[src/logic/swdt_pkg.sv]
`default_nettype none
package swdt_pkg;
	localparam int CLK_PERIOD_NS = 40;
	localparam int NS_PER_S      = 1000000000;
	localparam int MS_PER_S      = 1000;
	localparam int OSC_FREQ_HZ   = 10240;
	localparam int TICK_DIV      = NS_PER_S / CLK_PERIOD_NS / OSC_FREQ_HZ;
	localparam int DIV_W         = 12;
	localparam int CNT_W         = 15;

	localparam int INT_SHORT_MS = 100;
	localparam int INT_LONG_MS  = 1600;
	localparam int INT_RST_MS   = 200;
	localparam logic [CNT_W-1:0] INT_SHORT =
		CNT_W'(INT_SHORT_MS * OSC_FREQ_HZ / MS_PER_S);
	localparam logic [CNT_W-1:0] INT_LONG  =
		CNT_W'(INT_LONG_MS * OSC_FREQ_HZ / MS_PER_S);
	localparam logic [CNT_W-1:0] INT_RST   =
		CNT_W'(INT_RST_MS * OSC_FREQ_HZ / MS_PER_S);
	localparam logic [CNT_W-1:0] EXT_SHORT = 15'h0400;
	localparam logic [CNT_W-1:0] EXT_LONG  = 15'h1000;
	localparam logic [CNT_W-1:0] EXT_RST   = 15'h0800;

	localparam logic [7:0] REG_CTRL   = 8'h00;
	localparam logic [7:0] REG_STATUS = 8'h04;
	localparam logic [7:0] REG_MASK   = 8'h08;
	localparam logic [7:0] REG_STATE  = 8'h0c;
	localparam int CTRL_EN_BIT    = 0;
	localparam logic CTRL_EN_RST  = 1'b1;
	localparam int EV_W           = 3;
	localparam int EV_EXPIRE      = 0;
	localparam int EV_RST_END     = 1;
	localparam int EV_FIRST_KICK  = 2;
	localparam int STATE_RSTN_BIT = 4;
	localparam int STATE_WDO_BIT  = 5;
	localparam int STATE_CNT_LSB  = 16;
	localparam int HTRANS_ACT_BIT = 1;

	typedef enum logic [3:0] {
		S_LONG  = 4'b0001,
		S_SHORT = 4'b0010,
		S_RST   = 4'b0100,
		S_OFF   = 4'b1000
	} swdt_state_e;

	typedef struct packed {
		logic kick;
		logic kick_float;
		logic sel;
		logic sel_float;
		logic tb_in;
		logic tb_float;
		logic pfail;
		logic batt;
	} swdt_pins_s;

	typedef struct packed {
		logic [CNT_W-1:0] short_lim;
		logic [CNT_W-1:0] long_lim;
		logic [CNT_W-1:0] rst_lim;
	} swdt_lim_s;

	// Period limits in timebase ticks for the selected configuration.
	function automatic swdt_lim_s swdt_limits(input logic ext,
		input logic tb_high, input logic fixed);
		swdt_lim_s l;
		l.long_lim  = ext ? EXT_LONG : INT_LONG;
		l.rst_lim   = ext ? EXT_RST : INT_RST;
		l.short_lim = ext ? EXT_SHORT : (tb_high ? INT_LONG : INT_SHORT);
		if (fixed) begin
			l.short_lim = INT_LONG;
		end
		return l;
	endfunction : swdt_limits
endpackage : swdt_pkg
`default_nettype wire

[src/logic/swdt_top.sv]
// Added by the designer: the AHB-Lite interface to the registers and the address map.
`timescale 1ns/1ps
`default_nettype none
module swdt_top #(
	parameter int   TICK_DIV_P = swdt_pkg::TICK_DIV,
	parameter logic FIXED      = 1'b0
) (
	input  wire logic               clk_i,               // 25 MHz clock.
	input  wire logic               rst_b_i,             // Async reset.
	input  wire swdt_pkg::swdt_pins_s pins_i,            // Raw pins.
	input  wire logic               hsel_i,              // Slave select.
	input  wire logic [31:0]        haddr_i,             // Address.
	input  wire logic [1:0]         htrans_i,            // Transfer type.
	input  wire logic               hwrite_i,            // Write flag.
	input  wire logic [2:0]         hsize_i,             // Size.
	input  wire logic [31:0]        hwdata_i,            // Write data.
	input  wire logic               hready_i,            // Bus ready.
	output var  logic [31:0]        hrdata_o,            // Read data.
	output var  logic               hreadyout_o,         // Slave ready.
	output var  logic               hresp_o,             // Response.
	output var  logic               reset_n_o,           // System reset.
	output var  logic               watchdog_expired_n_o, // Expired.
	output var  logic               irq_o                // Interrupt.
);
	import swdt_pkg::*;

	////////////////////////////////////////////////////////////////////
	swdt_pins_s       s1;
	swdt_pins_s       s2;
	swdt_pins_s       s3;
	swdt_pins_s       fin;
	logic [DIV_W-1:0] div_cnt;
	logic             div_done;
	logic             tb_prev;
	logic             tb_rise;
	logic             kick_prev;
	logic             ext_mode;
	logic             tick;
	logic             kick_edge;
	logic             off;
	logic             counting;
	logic             expire;
	logic             rst_done;
	logic             first_kick;
	logic [CNT_W-1:0] period;
	logic [CNT_W-1:0] cnt;
	swdt_lim_s        lim;
	swdt_state_e      state;
	logic             ctrl_en;
	logic [EV_W-1:0]  status;
	logic [EV_W-1:0]  mask;
	logic [EV_W-1:0]  events;
	logic             wr_pend;
	logic [7:0]       wr_addr;
	logic [31:0]      next_rdata;
	logic             addr_phase;

	////////////////////////////////////////////////////////////////////
	// Each pin bit changes only once two later stages agree.
	always_ff @(posedge clk_i or negedge rst_b_i) begin
		if (!rst_b_i) begin
			s1  <= '0;
			s2  <= '0;
			s3  <= '0;
			fin <= '0;
		end else begin
			s1 <= pins_i;
			s2 <= s1;
			s3 <= s2;
			for (int i = 0; i < $bits(swdt_pins_s); i++) begin
				if (s2[i] == s3[i]) begin
					fin[i] <= s3[i];
				end
			end
		end
	end

	////////////////////////////////////////////////////////////////////
	// Internal oscillator stand-in: one tick per TICK_DIV_P cycles.
	assign div_done = (div_cnt == DIV_W'(TICK_DIV_P - 1));

	always_ff @(posedge clk_i or negedge rst_b_i) begin
		if (!rst_b_i) begin
			div_cnt <= '0;
		end else if (div_done) begin
			div_cnt <= '0;
		end else begin
			div_cnt <= div_cnt + DIV_W'(1);
		end
	end

	always_ff @(posedge clk_i or negedge rst_b_i) begin
		if (!rst_b_i) begin
			tb_prev <= 1'b0;
		end else begin
			tb_prev <= fin.tb_in;
		end
	end

	assign tb_rise  = fin.tb_in & ~tb_prev;
	assign ext_mode = ~FIXED & ~(fin.sel | fin.sel_float);
	assign tick     = ext_mode ? tb_rise : div_done;
	assign lim      = swdt_limits(ext_mode, fin.tb_in | fin.tb_float,
		FIXED);

	////////////////////////////////////////////////////////////////////
	// Kick level is sampled per tick so edges are seen at tick rate.
	always_ff @(posedge clk_i or negedge rst_b_i) begin
		if (!rst_b_i) begin
			kick_prev <= 1'b0;
		end else if (tick || off) begin
			kick_prev <= fin.kick;
		end
	end

	assign off = fin.pfail | fin.batt | fin.kick_float |
		~ctrl_en;
	assign kick_edge  = tick & ~off & (fin.kick != kick_prev);
	assign counting   = (state == S_LONG) || (state == S_SHORT);
	assign period     = (state == S_LONG) ? lim.long_lim : lim.short_lim;
	assign expire     = tick & ~off & counting & ~kick_edge &
		(cnt >= period - CNT_W'(1));
	assign rst_done   = tick & ~off & (state == S_RST) &
		(cnt >= lim.rst_lim - CNT_W'(1));
	assign first_kick = kick_edge & (state == S_LONG);

	////////////////////////////////////////////////////////////////////
	always_ff @(posedge clk_i or negedge rst_b_i) begin
		if (!rst_b_i) begin
			state <= S_LONG;
			cnt   <= '0;
		end else if (off) begin
			state <= S_OFF;
			cnt   <= '0;
		end else begin
			case (state)
				S_OFF: begin
					state <= S_LONG;
					cnt   <= '0;
				end
				S_LONG, S_SHORT: begin
					if (kick_edge) begin
						state <= S_SHORT;
						cnt   <= '0;
					end else if (expire) begin
						state <= S_RST;
						cnt   <= '0;
					end else if (tick) begin
						cnt <= cnt + CNT_W'(1);
					end
				end
				S_RST: begin
					if (rst_done) begin
						state <= S_LONG;
						cnt   <= '0;
					end else if (tick) begin
						cnt <= cnt + CNT_W'(1);
					end
				end
				default: begin
					state <= S_LONG;
					cnt   <= '0;
				end
			endcase
		end
	end

	always_ff @(posedge clk_i or negedge rst_b_i) begin
		if (!rst_b_i) begin
			reset_n_o <= 1'b1;
		end else begin
			reset_n_o <= (state != S_RST);
		end
	end

	always_ff @(posedge clk_i or negedge rst_b_i) begin
		if (!rst_b_i) begin
			watchdog_expired_n_o <= 1'b1;
		end else if (fin.pfail || fin.batt) begin
			watchdog_expired_n_o <= 1'b1;
		end else if (expire) begin
			watchdog_expired_n_o <= 1'b0;
		end else if (kick_edge) begin
			watchdog_expired_n_o <= 1'b1;
		end
	end

	////////////////////////////////////////////////////////////////////
	// Bus slave: zero wait states, always OKAY.
	assign addr_phase = hsel_i & htrans_i[HTRANS_ACT_BIT] & hready_i;
	assign events     = {first_kick, rst_done, expire};

	always_comb begin
		next_rdata = '0;
		case (haddr_i[7:0])
			REG_CTRL:   next_rdata[CTRL_EN_BIT] = ctrl_en;
			REG_STATUS: next_rdata[EV_W-1:0] = status;
			REG_MASK:   next_rdata[EV_W-1:0] = mask;
			REG_STATE: begin
				next_rdata[$bits(swdt_state_e)-1:0] = state;
				next_rdata[STATE_RSTN_BIT] = reset_n_o;
				next_rdata[STATE_WDO_BIT] = watchdog_expired_n_o;
				next_rdata[STATE_CNT_LSB +: CNT_W] = cnt;
			end
			default: next_rdata = '0;
		endcase
	end

	always_ff @(posedge clk_i or negedge rst_b_i) begin
		if (!rst_b_i) begin
			wr_pend <= 1'b0;
			wr_addr <= '0;
		end else if (hready_i) begin
			wr_pend <= addr_phase & hwrite_i;
			wr_addr <= haddr_i[7:0];
		end
	end

	always_ff @(posedge clk_i or negedge rst_b_i) begin
		if (!rst_b_i) begin
			hrdata_o    <= '0;
			hreadyout_o <= 1'b1;
			hresp_o     <= 1'b0;
		end else begin
			hrdata_o    <= (addr_phase && !hwrite_i) ? next_rdata : '0;
			hreadyout_o <= 1'b1;
			hresp_o     <= 1'b0;
		end
	end

	always_ff @(posedge clk_i or negedge rst_b_i) begin
		if (!rst_b_i) begin
			ctrl_en <= CTRL_EN_RST;
			mask    <= '0;
		end else if (wr_pend) begin
			if (wr_addr == REG_CTRL) begin
				ctrl_en <= hwdata_i[CTRL_EN_BIT];
			end
			if (wr_addr == REG_MASK) begin
				mask <= hwdata_i[EV_W-1:0];
			end
		end
	end

	// A new event wins over a clear in the same cycle.
	always_ff @(posedge clk_i or negedge rst_b_i) begin
		if (!rst_b_i) begin
			status <= '0;
		end else if (wr_pend && wr_addr == REG_STATUS) begin
			status <= (status & ~hwdata_i[EV_W-1:0]) | events;
		end else begin
			status <= status | events;
		end
	end

	always_ff @(posedge clk_i or negedge rst_b_i) begin
		if (!rst_b_i) begin
			irq_o <= 1'b0;
		end else begin
			irq_o <= |(status & mask);
		end
	end
endmodule : swdt_top
`default_nettype wire

[config.mk]
export PLATFORM = sky130hd
export DESIGN_NAME = swdt_top
export DESIGN_NICKNAME = d
export VERILOG_FILES = /design/src/logic/swdt_pkg.sv /design/src/logic/swdt_top.sv
export SDC_FILE = /design/constraint.sdc
export NUM_CORES = 1
export LEC_CHECK = 0
export BUFFER_PORTS_ARGS = -buffer_cell sky130_fd_sc_hd__buf_2
export CAP_MARGIN = 20
export CORE_ASPECT_RATIO = 1.75
export CORE_UTILIZATION = 52
export DETAILED_ROUTE_END_ITERATION = 6
export GPL_TIMING_DRIVEN = 0
export PLACE_DENSITY = 0.77
export SLEW_MARGIN = 15
export SYNTH_ARGS = -nofsm -noshare
export SYNTH_HDL_FRONTEND = slang
export SYNTH_SLANG_ARGS = --single-unit
[constraint.sdc]
create_clock -name clk_i -period 4.5 [get_ports clk_i]
set_input_delay 1.35 -clock clk_i [delete_from_list [all_inputs] [get_ports clk_i]]
set_output_delay 1.35 -clock clk_i [all_outputs]
set_load 0.05 [all_outputs]
After elaboration in Yosys (flattened, before gate mapping)
Index checks and enable logic that the tools add are counted.

cells by class
  add/subtract/negate cells = 3
  multipliers = 0
  div/mod/pow operators = 0
  $lt $le $gt $ge = 2
  equal/unequal tests = 21
  shift operators = 0
  muxes and demuxes = 26
  bitwise gates (word level) = 26
  reductions and logical operators = 14

operators by type and width
  operator               count
  $mux 15                10
  $mux 31                1
  $pmux 15 s2            1
  $eq 8x4->1 const B     3
  $eq 8x3->1 const B     2
  $logic_not 8->1        2
  $mux 4                 4
  $add 15x1->15 const B  1
  $ge 15x11->1 const B   1
  $ge 15x15->1           1
  $sub 15x1->15 const B  1
  $add 12x1->12 const B  1
  $and 1x1->1            12
  $eq 12x12->1 const B   1
  $mux 12                1
  $eq 1x1->1             8
  $pmux 4 s2             1
  $and 3x3->3            2
  $mux 3                 2
  $or 3x3->3             2
  $pmux 2 s3             1
  $reduce_and 2->1       3
  $or 1x1->1             5
  $eq 4x1->1 const B     1
  16 further kinds       25

storage, ports and cells
  register bits = 115
  bits in latches = 0
  memory bits (writable) = 0
  ROM bits = 0
  bits of input ports = 82
  output and inout bits = 37
  word-level logic and storage cells = 138
  memories = 0

Logic depth before layout (Yosys ltp)
  word-level depth = 13
  mapped depth = 10
  depth with buffers taken out = 8

Worst setup path before layout
Ideal clock, no wire load.

  path type = reg2reg
  start = register state[0]
  end = register cnt[10]
  data arrival time = 3.121 ns
  data required time = 4.360 ns
  setup slack = 1.240 ns
  stages on the path, launching flop included = 11
  buffers on the path = 2
  cells stage by stage = dfstp_2 > nor4b_1 > o21ai_0 > ha_1 > nand2_1 > or4b_2 > o221ai_1 > or3_1 > clkbuf_1 > clkbuf_1 > a21oi_1

between the ends
  cells in the longest elaborated chain, start to end = 9

RTL lines
  what                                          RTL line                                           RTL
  start, declared                               swdt_top.sv:48                                     swdt_state_e state;
  start signal, assigned                        swdt_top.sv:130                                    state <= S_LONG;
  start signal, assigned                        swdt_top.sv:133                                    state <= S_OFF;
  start signal, assigned                        swdt_top.sv:138                                    state <= S_LONG;
  $eq 4x1->1 or $eq 4x2->1 (tied branches)      swdt_top.sv:119, swdt_top.sv:120, swdt_top.sv:136
  $mux 15 or $logic_or 1x1->1 (tied branches)   swdt_top.sv:120, swdt_top.sv:119
  $sub 15x1->15 or $and 1x1->1 (tied branches)  swdt_top.sv:122, swdt_top.sv:121
  $ge 15x15->1 or $and 1x1->1 (tied branches)   swdt_top.sv:122, swdt_top.sv:121
  $and 1x1->1                                   swdt_top.sv:121                                    assign expire = tick & ~off & counting & ~kick_edge &
  $mux 15                                       swdt_top.sv:145                                    end else if (expire) begin
  $mux 15                                       swdt_top.sv:142                                    if (kick_edge) begin
  $pmux 15 s2 *                                 swdt_top.sv:136                                    case (state)
  $mux 15 *                                     swdt_top.sv:132                                    end else if (off) begin
  end signal, assigned                          swdt_top.sv:149                                    cnt <= cnt + CNT_W'(1);
  end signal, assigned                          swdt_top.sv:157                                    cnt <= cnt + CNT_W'(1);
  end, declared                                 swdt_top.sv:46                                     logic [CNT_W-1:0] cnt;

Mark *: on every way between the ends. The rest lies on a longest branch, timed or not.
A chain may end at the register's enable or synchronous reset.

Worst setup path in the final report
  start = register state[0]
  end = register cnt[12]

Same word-level chain as after synthesis.

==> impl_metrics.toml <==
[run_status]
outcome = "finished clean"

[worst_setup_path]
crit_type = "flip-flop to flip-flop"
path_common_cell = "clkbuf_1"
critical_path.max_fanout = 10
cell_with_the_largest_stage_delay_on_the_worst_path = "or4b_2"
critical_path.endpoint_type = "flip-flop"
worst_ep_arrival_time_ns = 4.12
critical_path_required_ns = 4.70
crit_path_max_incr_delay_ns = 0.62
timing.critical_path.cells = "nor4b_2 -> o21ai_0 -> ha_1 -> nand2_1 -> or4b_2 -> o221ai_1 -> or3_1 -> clkbuf_1 -> clkbuf_1 -> a21oi_1"
startpoint_type = "flip-flop"

[floorplanning]
die_extent_in_y_um = 124
core.rowCount = 44
die-area_um2 = 8870
core-area_um2 = 8260
start_util_pct = 53.4
floorplan.io_pins = 119
die-width_um = 71.6

[pwr]
irDropWorstVdd_uv = 254
power.density_nw_per_um2 = 363
cellLeakagePower_nw = 2.27

[run]
max_cap_check_violation_count = 0

[yosys]
postSynthCellCount = 352
synth_ff_type = "dfrtp_1"
synth.mux.area_fraction_pct = 4.57
combinational_family_with_the_most_area_after_synthesis = "simple AND/OR/NAND/NOR gates"
postSynth.asyncResetShare_pct = 100
synthesized_area_fraction_occupied_by_xor_and_xnor_cells_pct = 5.16
number_of_synthesized_register_bits = 105
synth.avg_cell_area_um2 = 12.5
synth_simple_gate_area_share_pct = 13.2
mapped_area_um2 = 4410
synth_cell_types = 61
synth_compound_gate_area_share_pct = 9.67
edff_count_synth = 0
yosys.area_share.adder_pct = 3.23
yosys_warnings = 0
seq_area_frac_synth_pct = 59.7

[final_layout]
post_route_cells_drive_above_1_share_pct = 27.3
n_antenna_cell = 0
finish.utilization_pct = 62.2
area.sequential_um2 = 2630
areaGrowthSynthToFinish_pct = 16.4
filler_cell_count = 647
multi_input_comb_area_um2 = 1640
final_net_count = 510
final-instance-count-excl-fill = 520

[sta]
tns_ns = 0
timing.final.hold_violations = 0
post-route-min-period_ns = 3.93
worst_pin_slew_ns = 0.758
post-route-worst-setup-slack_ns = 0.573
setup_repair_after_global_routing_missed_its_margin = "false"
finalSetupViolations = 0
timing.final.max_slew_violations = 0
maximum_clock_rate_mhz = 255
fin_worst_hold_slack_ns = 0.348
period_share_pct = 87.3
skew_ns = 0.00825
timing.slew.headroom_pct = 49.1

[route]
wl_mm = 7.85
drtPass1Iterations = 4
drtAntennaViolNets = 0
initialDrtViolationCount = 209
route.vias.total = 2906
route.detailed.drc = 0
route.detailed.vias_per_inst = 5.59
wl_per_cell_um = 15.1

[cts]
post_cts_hold_buffer_count = 0
cts_setup_buffers = 0
cts_tree = "built"
clock-sinks = 105
clk_transition_reported_paths_ns = 0.07
clockBufferDepth = 2
h-tree-depth = 3
clock_insertion_delay_worst_skew_ns = 0.34
clk_root_buffer_cell = "clkbuf_16"
tritoncts_buffer_count = 9

[global_route]
grt_antenna_before_repair = 0
grt_max_degree = 78
grt_pass1_wl_mm = 13.0
grt_remaining_overflow = 0
first_global_vias = 2820
gr-usage-all-layers_pct = 19.2

[placed_design]
dp_cells = 504
gp_routability_congestion = 0.867
placement.io_buffers = 48
detailedPlacementHpwl_mm = 5.57
dpl_worst_slack_ns = 0.273

[worst_hold_path]
min-delay-path-class = "flip-flop to flip-flop"
metrics by stage:
stage | area, um^2 | power [mW]
finish | 5140 | 1.86
global route | 5140 | 1.93
CTS | 5130 | 1.88
detailed placement | 4840 | 1.13
global placement | 4810 | 1.12
floorplan | 4450 | 1.08
where the power goes:
group	total (mW)	switching [mW]	internal, mW	leakage, nW
logic	0.120	0.0738	0.0464	0.799
clock network	0.749	0.341	0.409	0.146
registers	0.993	0.0180	0.975	1.32
cell usage in the layout (no fill, tap or decap), types with 4 or more instances in the layout:
master,count
a211oi_1,8
a21oi_1,15
and2_1,17
and4_1,4
buf_2,48
buf_4,13
clkbuf_1,7
clkbuf_16,9
conb_1,13
dfrtp_1,101
dfstp_2,4
ha_1,5
inv_1,9
maj3_1,8
mux2_2,15
nand2_1,16
nand3_1,13
nand4_1,4
nor2_1,18
nor3_1,6
o21ai_0,4
xnor2_1,17
xor2_1,9
flip-flops by register name, summed over array words and instances, names as in the netlist, 8 cells and up:
signal    count
hrdata_o     21
s3            8
div_cnt      12
s2            8
cnt          15
s1            8
wr_addr       8
fin           8
what timing repair did:
item,4_1_cts,5_1_grt
resized for setup,0,1
setup endpoints to repair,0,10
hold endpoints to repair,0,0
cell usage after synthesis, types with 3 or more instances:
| library cell | number | area, um^2 |
|---|---|---|
| and4_1 | 4 | 35.0 |
| nand4_1 | 4 | 25.0 |
| and2_1 | 17 | 106 |
| nor3_1 | 6 | 30.0 |
| mux2_2 | 15 | 169 |
| xnor2_1 | 17 | 149 |
| ha_1 | 5 | 62.6 |
| dfstp_2 | 4 | 105 |
| a211oi_1 | 8 | 60.1 |
| maj3_1 | 8 | 80.1 |
| nand2_1 | 16 | 60.1 |
| buf_4 | 13 | 97.6 |
| o21ai_0 | 4 | 20.0 |
| xor2_1 | 9 | 78.8 |
| dfrtp_1 | 101 | 2530 |
| nor4_1 | 3 | 18.8 |
| a22oi_1 | 3 | 22.5 |
| or2_2 | 3 | 18.8 |
| a21oi_2 | 3 | 26.3 |
| inv_1 | 9 | 33.8 |
| nor2_1 | 18 | 67.6 |
| clkbuf_1 | 7 | 26.3 |
| nand3_1 | 13 | 65.1 |
| nor2b_1 | 3 | 18.8 |
| a21oi_1 | 15 | 75.1 |
logic make-up (layout without fill, tap and decap cells):
group	Yosys count	count (layout)
buffers and inverters	33	98
and+or+nand+nor	103	103
other	2	13
muxes	17	17
AOI/OAI and AO/OA	53	53
adders and majority gates	13	13
xor gates and xnor gates	26	26
DFF	105	105
final cells by class:
type | count | area share, %
plain buffers | 24 | 3.02
repair buffers | 49 | 5.33
multi-input cells | 225 | 31.9
inverters | 9 | 0.658
flip-flops and latches | 105 | 51.2
clock buffers | 11 | 4.92
well taps | 92 | 2.24
clock inverters | 5 | 0.706
path summary, 6_finish.rpt:
check	from	endpoint	slack (ns)	cells after the start
setup / recovery	state[0]	cnt[12]	0.57	10
hold / removal	s1[0]	s2[0]	0.35	0
setup reg to reg	state[0]	cnt[12]	0.57	10
hold reg to reg	s1[0]	s2[0]	0.35	0
max in group asynchronous	rst_b_i	ctrl_en	2.95	2
min in group asynchronous	rst_b_i	cnt[7]	0.87	1
routing by layer:
metal | vias to the layer above | global-route usage (%) | share of wire [%]
met1 | 1450 | 21.9 | 39
met5 | - | 0 | 0
li1 | 1366 | - | -
met2 | 79 | 34.1 | 56
met4 | 0 | 9.80 | 2.2
met3 | 11 | 3.48 | 3.2
critical path: cells and delay by family, from the launching register on:
family | cells | cell delay (ns)
adder cells (fa/ha/maj) | 1 | 0.35
AND/OR/NAND/NOR | 4 | 1.38
buffers and inverters | 2 | 0.71
AO/OA/AOI/OAI | 3 | 0.78
flip-flops | 1 | 0.57
No activity file was read; power rests on OpenSTA's default activity.
